### config.mk
export PLATFORM = sky130hd
export DESIGN_NAME = txir_randomizer
export DESIGN_NICKNAME = d
export VERILOG_FILES = /design/src/shared/txir_pkg.sv /design/src/hdl/txir_randomizer.sv
export SDC_FILE = /design/constraint.sdc
export NUM_CORES = 1
export LEC_CHECK = 0
export BUFFER_PORTS_ARGS = -buffer_cell sky130_fd_sc_hd__buf_2
export CELL_PAD_IN_SITES_DETAIL_PLACEMENT = 1
export CELL_PAD_IN_SITES_GLOBAL_PLACEMENT = 1
export CORE_ASPECT_RATIO = 1.25
export CORE_MARGIN = 2
export CORE_UTILIZATION = 40
export CTS_BUF_LIST = sky130_fd_sc_hd__clkbuf_16
export DETAILED_ROUTE_END_ITERATION = 6
export PLACE_DENSITY_LB_ADDON = 0.1
export SYNTH_ARGS = -nofsm -noshare
export SYNTH_HDL_FRONTEND = slang
export SYNTH_SLANG_ARGS = --single-unit
### constraint.sdc
create_clock -name ref_clk -period 5 [get_ports ref_clk]
set_input_delay 0 -clock ref_clk [delete_from_list [all_inputs] [get_ports ref_clk]]
set_output_delay 0 -clock ref_clk [all_outputs]
set_load 0.05 [all_outputs]
### src/shared/txir_pkg.sv
`default_nettype none
package txir_pkg;

  // Register offsets
  localparam logic [2:0] TXIR_FRAME_CONTROL_REG = 3'h0;
  localparam logic [2:0] TXIR_BASE_INTERVAL_RELOAD = 3'h1;
  localparam logic [2:0] TXIR_RANDOM_SEED_STATE = 3'h2;
  localparam logic [2:0] TXIR_FRAME_STEP_SETTING = 3'h3;
  localparam logic [2:0] TXIR_STATUS_REG = 3'h4;

  // Field positions of frame_control_reg
  localparam int TXIR_FCNT_LSB = 0;
  localparam int TXIR_INTERFRAME_POWERDOWN_BIT = 4;
  localparam int TXIR_ISCALE_BIT = 5;
  localparam int TXIR_SEND_BIT = 7;

  // Field positions of the status register
  localparam int TXIR_DONE_BIT = 0;
  localparam int TXIR_BUSY_BIT = 1;
  localparam int TXIR_FRNO_LSB = 3;

  // Reset values
  localparam logic [6:0] TXIR_LFSR_RESET = 7'h40;
  localparam logic [7:0] TXIR_BASE_RESET = 8'h00;
  localparam logic [5:0] TXIR_STEP_RESET = 6'h00;
  localparam logic [3:0] TXIR_FCNT_RESET = 4'h0;

  // Galois feedback mask for x^7+x^6+1
  localparam logic [6:0] TXIR_LFSR_TAPS = 7'h60;

  // Timing counts
  localparam int TXIR_MFO_DIV = 125;
  localparam logic [5:0] TXIR_INIT_SCALE = 6'd40;

  typedef enum logic [1:0] {
    TXIR_IDLE = 2'b00,
    TXIR_INIT = 2'b01,
    TXIR_FRAME = 2'b11,
    TXIR_GAP = 2'b10
  } txir_st_t;

  typedef struct packed {
    logic [2:0] addr;
    logic [7:0] wdata;
    logic wr;
    logic rd;
  } txir_bus_req_t;

  typedef struct packed {
    txir_st_t st;
    logic [6:0] divCnt;
    logic [7:0] baseCnt;
    logic [6:0] randCnt;
    logic [5:0] preCnt;
    logic [9:0] fnCnt;
    logic parallel;
    logic scaleAct;
    logic [4:0] frameNo;
    logic [3:0] frameCount;
    logic interframe_powerdown;
    logic iscale;
    logic [7:0] baseReload;
    logic [5:0] stepTime;
    logic [6:0] lfsr;
    logic doneFlag;
    logic [7:0] rdata;
  } txir_state_t;

endpackage
`default_nettype wire

### src/hdl/txir_randomizer.sv
// Summary of operation
// - Datagram is one to sixteen timed frames
// - Interframe power-down stops oscillator, VCO, PLL
// - Zero random: base and step count together
// - Interval expiry sends, completion wakes MCU
// - Scale bit makes initial random forty-fold
// - Gap is base plus random plus step
// - Eight-bit base count-down, zero gives none
// - All counters use MID_FREQ_OSC divided by 125
// - Random part only when LFSR nonzero
// - Seven-stage Galois LFSR, 127 values
// - LFSR starts at hex 40
// - Sample LFSR, then clock it once
// - Random time 1-127 ticks per count
// - Software reads and overwrites the LFSR
// - Step time times frame number, gaps only
// - Frame step is a 6-bit field
// - Frame count plus one gives frames
// - Base time in initial and every gap
// - Frame count is 4-bit control field
`timescale 1ns/1ps
`default_nettype none

module txir_randomizer #(
  parameter int MFO_DIV = txir_pkg::TXIR_MFO_DIV
) (
  input wire logic ref_clk,
  input wire logic reset,
  input wire txir_pkg::txir_bus_req_t busReq,
  output logic [7:0] readData,
  input wire logic midFreqOsc,
  input wire logic frameDone,
  output logic txRequest,
  output logic oscPowerDown,
  output logic wakeMcu
);
  import txir_pkg::*;

  ////////////////////////////////////////////////////////////////////////////
  // Helpers

  function automatic logic [6:0] lfsrStep(input logic [6:0] s);
    lfsrStep = s[0] ? ((s >> 1) ^ TXIR_LFSR_TAPS) : (s >> 1);
  endfunction

  function automatic logic [9:0] stepTimes(input logic [5:0] step,
                                           input logic [4:0] num);
    logic [10:0] p;
    p = 11'(step) * 11'(num);
    stepTimes = p[9:0];
  endfunction

  ////////////////////////////////////////////////////////////////////////////
  // State

  txir_state_t q;
  txir_state_t next_q;
  logic running;
  logic msTick;
  logic intervalDone;
  logic seedWr;
  logic sendWr;
  logic [7:0] readMux;

  assign running = (q.st == TXIR_INIT) || (q.st == TXIR_GAP);
  assign msTick = running && midFreqOsc &&
                  (q.divCnt == 7'(MFO_DIV - 1));
  assign intervalDone = running && (q.baseCnt == 8'h00) &&
                        (q.randCnt == 7'h00) && (q.fnCnt == 10'h000);
  assign seedWr = busReq.wr && (busReq.addr == TXIR_RANDOM_SEED_STATE);
  assign sendWr = busReq.wr && (busReq.addr == TXIR_FRAME_CONTROL_REG) &&
                  busReq.wdata[TXIR_SEND_BIT];

  always_comb begin
    readMux = 8'h00;
    unique case (busReq.addr)
      TXIR_FRAME_CONTROL_REG: begin
        readMux[TXIR_FCNT_LSB +: 4] = q.frameCount;
        readMux[TXIR_INTERFRAME_POWERDOWN_BIT] = q.interframe_powerdown;
        readMux[TXIR_ISCALE_BIT] = q.iscale;
        readMux[TXIR_SEND_BIT] = (q.st != TXIR_IDLE);
      end
      TXIR_BASE_INTERVAL_RELOAD: readMux = q.baseReload;
      TXIR_RANDOM_SEED_STATE: readMux = {1'b0, q.lfsr};
      TXIR_FRAME_STEP_SETTING: readMux = {2'b00, q.stepTime};
      TXIR_STATUS_REG: begin
        readMux[TXIR_DONE_BIT] = q.doneFlag;
        readMux[TXIR_BUSY_BIT] = (q.st != TXIR_IDLE);
        readMux[TXIR_FRNO_LSB +: 5] = q.frameNo;
      end
      default: readMux = 8'h00;
    endcase
  end

  ////////////////////////////////////////////////////////////////////////////
  // Next state

  always_comb begin
    next_q = q;
    next_q.rdata = busReq.rd ? readMux : 8'h00;

    // Register writes
    if (busReq.wr) begin
      unique case (busReq.addr)
        TXIR_FRAME_CONTROL_REG: begin
          next_q.frameCount = busReq.wdata[TXIR_FCNT_LSB +: 4];
          next_q.interframe_powerdown = busReq.wdata[TXIR_INTERFRAME_POWERDOWN_BIT];
          next_q.iscale = busReq.wdata[TXIR_ISCALE_BIT];
        end
        TXIR_BASE_INTERVAL_RELOAD: next_q.baseReload = busReq.wdata;
        TXIR_RANDOM_SEED_STATE: next_q.lfsr = busReq.wdata[6:0];
        TXIR_FRAME_STEP_SETTING: next_q.stepTime = busReq.wdata[5:0];
        TXIR_STATUS_REG: begin
          if (busReq.wdata[TXIR_DONE_BIT]) begin
            next_q.doneFlag = 1'b0;
          end
        end
        default: next_q.doneFlag = q.doneFlag;
      endcase
    end

    // Millisecond divider
    if (!running) begin
      next_q.divCnt = 7'h00;
    end else if (midFreqOsc) begin
      next_q.divCnt = msTick ? 7'h00 : q.divCnt + 7'h01;
    end

    // Interval count-down
    if (msTick) begin
      if (q.baseCnt != 8'h00) begin
        next_q.baseCnt = q.baseCnt - 8'h01;
        if (q.parallel && (q.fnCnt != 10'h000)) begin
          next_q.fnCnt = q.fnCnt - 10'h001;
        end
      end else if (q.randCnt != 7'h00) begin
        if (q.preCnt == 6'h00) begin
          next_q.randCnt = q.randCnt - 7'h01;
          next_q.preCnt = q.scaleAct ? TXIR_INIT_SCALE - 6'h01 : 6'h00;
        end else begin
          next_q.preCnt = q.preCnt - 6'h01;
        end
      end else if (q.fnCnt != 10'h000) begin
        next_q.fnCnt = q.fnCnt - 10'h001;
      end
    end

    // Datagram sequencer
    unique case (q.st)
      TXIR_IDLE: begin
        if (sendWr) begin
          next_q.st = TXIR_INIT;
          next_q.frameNo = 5'h00;
          next_q.baseCnt = q.baseReload;
          next_q.randCnt = q.lfsr;
          next_q.parallel = (q.lfsr == 7'h00);
          next_q.scaleAct = busReq.wdata[TXIR_ISCALE_BIT];
          next_q.preCnt = busReq.wdata[TXIR_ISCALE_BIT] ?
                          TXIR_INIT_SCALE - 6'h01 : 6'h00;
          next_q.fnCnt = 10'h000;
        end
      end
      TXIR_INIT, TXIR_GAP: begin
        if (intervalDone) begin
          next_q.st = TXIR_FRAME;
          next_q.frameNo = q.frameNo + 5'h01;
          if (!seedWr) begin
            next_q.lfsr = lfsrStep(q.lfsr);
          end
        end
      end
      TXIR_FRAME: begin
        if (frameDone) begin
          if (q.frameNo == {1'b0, q.frameCount} + 5'h01) begin
            next_q.st = TXIR_IDLE;
            next_q.doneFlag = 1'b1;
          end else begin
            next_q.st = TXIR_GAP;
            next_q.baseCnt = q.baseReload;
            next_q.randCnt = q.lfsr;
            next_q.parallel = (q.lfsr == 7'h00);
            next_q.scaleAct = 1'b0;
            next_q.preCnt = 6'h00;
            next_q.fnCnt = stepTimes(q.stepTime, q.frameNo);
          end
        end
      end
    endcase
  end

  always_ff @(posedge ref_clk) begin
    if (reset) begin
      q <= '0;
      q.st <= TXIR_IDLE;
      q.lfsr <= TXIR_LFSR_RESET;
      q.baseReload <= TXIR_BASE_RESET;
      q.stepTime <= TXIR_STEP_RESET;
      q.frameCount <= TXIR_FCNT_RESET;
    end else begin
      q <= next_q;
    end
  end

  ////////////////////////////////////////////////////////////////////////////
  // Outputs

  assign readData = q.rdata;
  assign txRequest = (q.st == TXIR_FRAME);
  assign oscPowerDown = q.interframe_powerdown && (q.st == TXIR_GAP);
  assign wakeMcu = q.doneFlag;
endmodule
`default_nettype wire

==> flow_metrics.tcl <==
set metrics [dict create \
    finalHoldViolations 0 \
    clock-sinks 83 \
    r2r_slack_ps 1210 \
    diodes 0 \
    synthArstFlopShare_pct 0 \
    worstPathCellList "nand2_1 -> fa_1 -> fa_1 -> fa_1 -> inv_1 -> ha_1 -> nor2b_1 -> o21ai_0 -> a21oi_1 -> o21a_1 -> o21a_1 -> o32ai_1" \
    fillers 1566 \
    dr.pass1.iters 4 \
    p_int_w 0.00116 \
    pwr-share-clk_pct 46.8 \
    required_ps 5250 \
    hold_slack_ps 1.70 \
    min-delay-start "busReq[4]" \
    synthTopCellsByCount "dfxtp_1, nor2_1, nand2_1" \
    ys.flop_type "dfxtp_1" \
    drc_errors 0 \
    synth_simple_gate_area_share_pct 24.0 \
    tritoncts "done" \
    pwr-share-seq_pct 44.0 \
    drtAntennaViolNets 0 \
    irDropWorstVdd_mv 0.140 \
    slew_violations 0 \
    p_comb_share_pct 9.2 \
    grt_max_degree 37 \
    routedWlPerCell_um 18.7 \
    routabilityCongestion 0.821 \
    clockBufferDepth 2 \
    synth_area_leader_cell "dfxtp_1" \
    hp-class "in -> reg" \
    die_h_um 133 \
    synth-xor-area-share_pct 5.62 \
    status "complete, no violations" \
    worst_slack_ps 1210 \
    max_cap_violations 0 \
    slowest_stage "dfxtp_1" \
    synth_top_area_share_pct 31.4 \
    synth_cell_types 64 \
    finalClockSkew_ps 6.62 \
    yosys_warnings 0 \
    grt_pass1_wl_um 24900 \
    ys_seq_elements 83 \
    cpMostUsedCell "fa_1" \
    syn_to_final_growth_pct 11.2 \
    clkTransAtPathRegs_ps 60 \
    track_usage_pct 22.4 \
    dieArea_um2 14200 \
    worstReg2RegEnd "q[51]$_SDFF_PP0_" \
    cp_max_fo 14 \
    rsz0062_at_grt "false" \
    hpwl_um 11600 \
    coreArea_um2 13100 \
    insertion_delay_ps 340 \
    grt_pass1_vias 4662 \
    synth_top_family_by_area "simple AND/OR/NAND/NOR gates" \
    numCtsBuffers 9 \
    swShare_pct 26.0 \
    synthMuxAreaShare_pct 8.32 \
    hold_end "q[24]$_SDFFE_PP0P_" \
    die_w_um 107 \
    leakage_nw 2.38 \
    fp-row-count 47 \
    worst_path_dominant_cell_family "adder cells" \
    grt_antenna_before_repair 0 \
    worst_pin_slew_ps 1200 \
    synth-edff-count 0 \
    synth.avg_cell_area_um2 8.56 \
    vias_per_cell 5.57 \
    layout.nets 690 \
    ios 28 \
    dr_total_vias 4501 \
    p_total_w 0.00157 \
    yosysMostFrequentCell "dfxtp_1" \
    drive_above_1_share_pct 10.8 \
    cp-end-kind "flip-flop" \
    r2r-start "q[38]$_SDFFE_PP0P_" \
    relSlewSlack_pct 20.3 \
    worst-endpoint-arrival_ps 4040 \
    fin_crit_sh_pct 75.8 \
    final.min_clock_period_ps 3790 \
    path_class "reg -> reg" \
    synthAdderAreaFrac_pct 11.2 \
    power_switching_w 0.000408 \
    drtIter0Drc 212 \
    synth_cells 619 \
    fmax_mhz 264 \
    root_buffer "clkbuf_16" \
    synth_compound_area_share_pct 13.7 \
    initial_utilization_pct 40.4 \
    rr_worst_depth 12 \
    ys_top_cells_by_area "dfxtp_1, ha_1, mux2i_1, nor2_1, fa_1" \
    syn-num-nets 677 \
    hold_path_depth 3 \
    syn_area_um2 5300 \
    io_buffer_count 27 \
    setup_violations 0 \
    critPathMaxStageDelay_ps 610 \
    path_buf_inv 1 \
    routed_wl_um 15100 \
    fin_setup_tns_ps 0 \
    ys_seq_area_share_pct 31.4 \
    pre_cts_ws_ps 1230 \
    power_density_nw_per_um2 266 \
    cp-start-kind "flip-flop" \
    overflow 0 \
    cts.htree.levels 3 \
]
==> per-stage QoR <==
step | instances | cell area, µm² | utilization [%]
CTS | 808 | 5890 | 44.9
floorplan | 619 | 5300 | -
global route | 808 | 5890 | 44.9
finish | 808 | 5890 | 44.9
detailed placement | 786 | 5510 | 42.0
global placement | 786 | 5510 | 42.0
==> timing repair <==
action / 4_1_cts / 5_1_grt
hold buffers: 6 / 0
resized for setup: 0 / 0
endpoints found under the hold margin: 15 / 0
setup buffers: 0 / 0
==> layer usage <==
layer	GRT usage (%)	vias to the layer above	wire (µm)
met2	40.3	55	7990
met1	28.1	2239	6560
met4	5.70	0	153
li1	-	2196	-
met3	2.66	11	436
met5	0	-	0
==> power by group through the flow <==
stage / Sequential [W] / Clock [W] / Combinational [W]
after floorplan: 0.000696 / 0 / 0.0000966
after global placement: 0.000704 / 0 / 0.000139
after detailed placement: 0.000704 / 0 / 0.000142
after CTS: 0.000689 / 0.000750 / 0.000147
after global routing: 0.000691 / 0.000781 / 0.000160
final: 0.000689 / 0.000735 / 0.000144
==> placed cells by master, fill, tap and decap left out, drive strengths merged, types with 21 or more instances in the layout <==
cell	netlist	layout
a21oi	26	26
ha	30	30
dfxtp	83	83
inv	40	43
nor2	76	76
nand2	47	47
and2	21	21
mux2i	35	35
xnor2	21	21
buf	13	28
==> how the worst max path moves through the flow <==
stage | from | endpoint | slack, ps | depth (start not counted)
finish | q[38]$_SDFFE_PP0P_ | q[51]$_SDFF_PP0_ | 1210 | 12
global route | q[38]$_SDFFE_PP0P_ | q[51]$_SDFF_PP0_ | 950 | 12
CTS | q[38]$_SDFFE_PP0P_ | q[51]$_SDFF_PP0_ | 1200 | 12
detailed placement | q[38]$_SDFFE_PP0P_ | q[51]$_SDFF_PP0_ | 1230 | 12
global placement | q[38]$_SDFFE_PP0P_ | q[51]$_SDFF_PP0_ | 1330 | 12
floorplan | q[38]$_SDFFE_PP0P_ | q[51]$_SDFF_PP0_ | 1410 | 13
==> worst reg2reg max path, stage by stage (launching register included) <==
cell and delay, ps:
dfxtp_1 610, nand2_1 140, fa_1 480, fa_1 520, fa_1 540, inv_1 40, ha_1 340, nor2b_1 150
o21ai_0 200, a21oi_1 120, o21a_1 190, o21a_1 170, o32ai_1 200
==> sequential cells by signal (all words and copies together), names as in the netlist <==
name      cells
q            74
readData      8
wakeMcu       1
==> kinds of logic (layout without fill, tap and decap cells) <==
family          after synthesis  count (layout)
flops                        83              83
simple gates                243             243
fa+ha+maj                    41              41
mux                          42              42
compound gates              103             103
xor+xnor                     34              34
buf+inv                      73              91
==> final cells by class <==
cell class	count	area, µm²	share of cell area (%)
Clock inverter	7	97.6	1.66
Inverter	41	154	2.61
Timing Repair Buffer	34	203	3.44
Tap cell	171	214	3.63
Sequential cell	83	1660	28.2
Clock buffer	9	225	3.82
Multi-Input combinational cell	463	3330	56.6
Note: power is estimated with default switching activity, not from simulation.
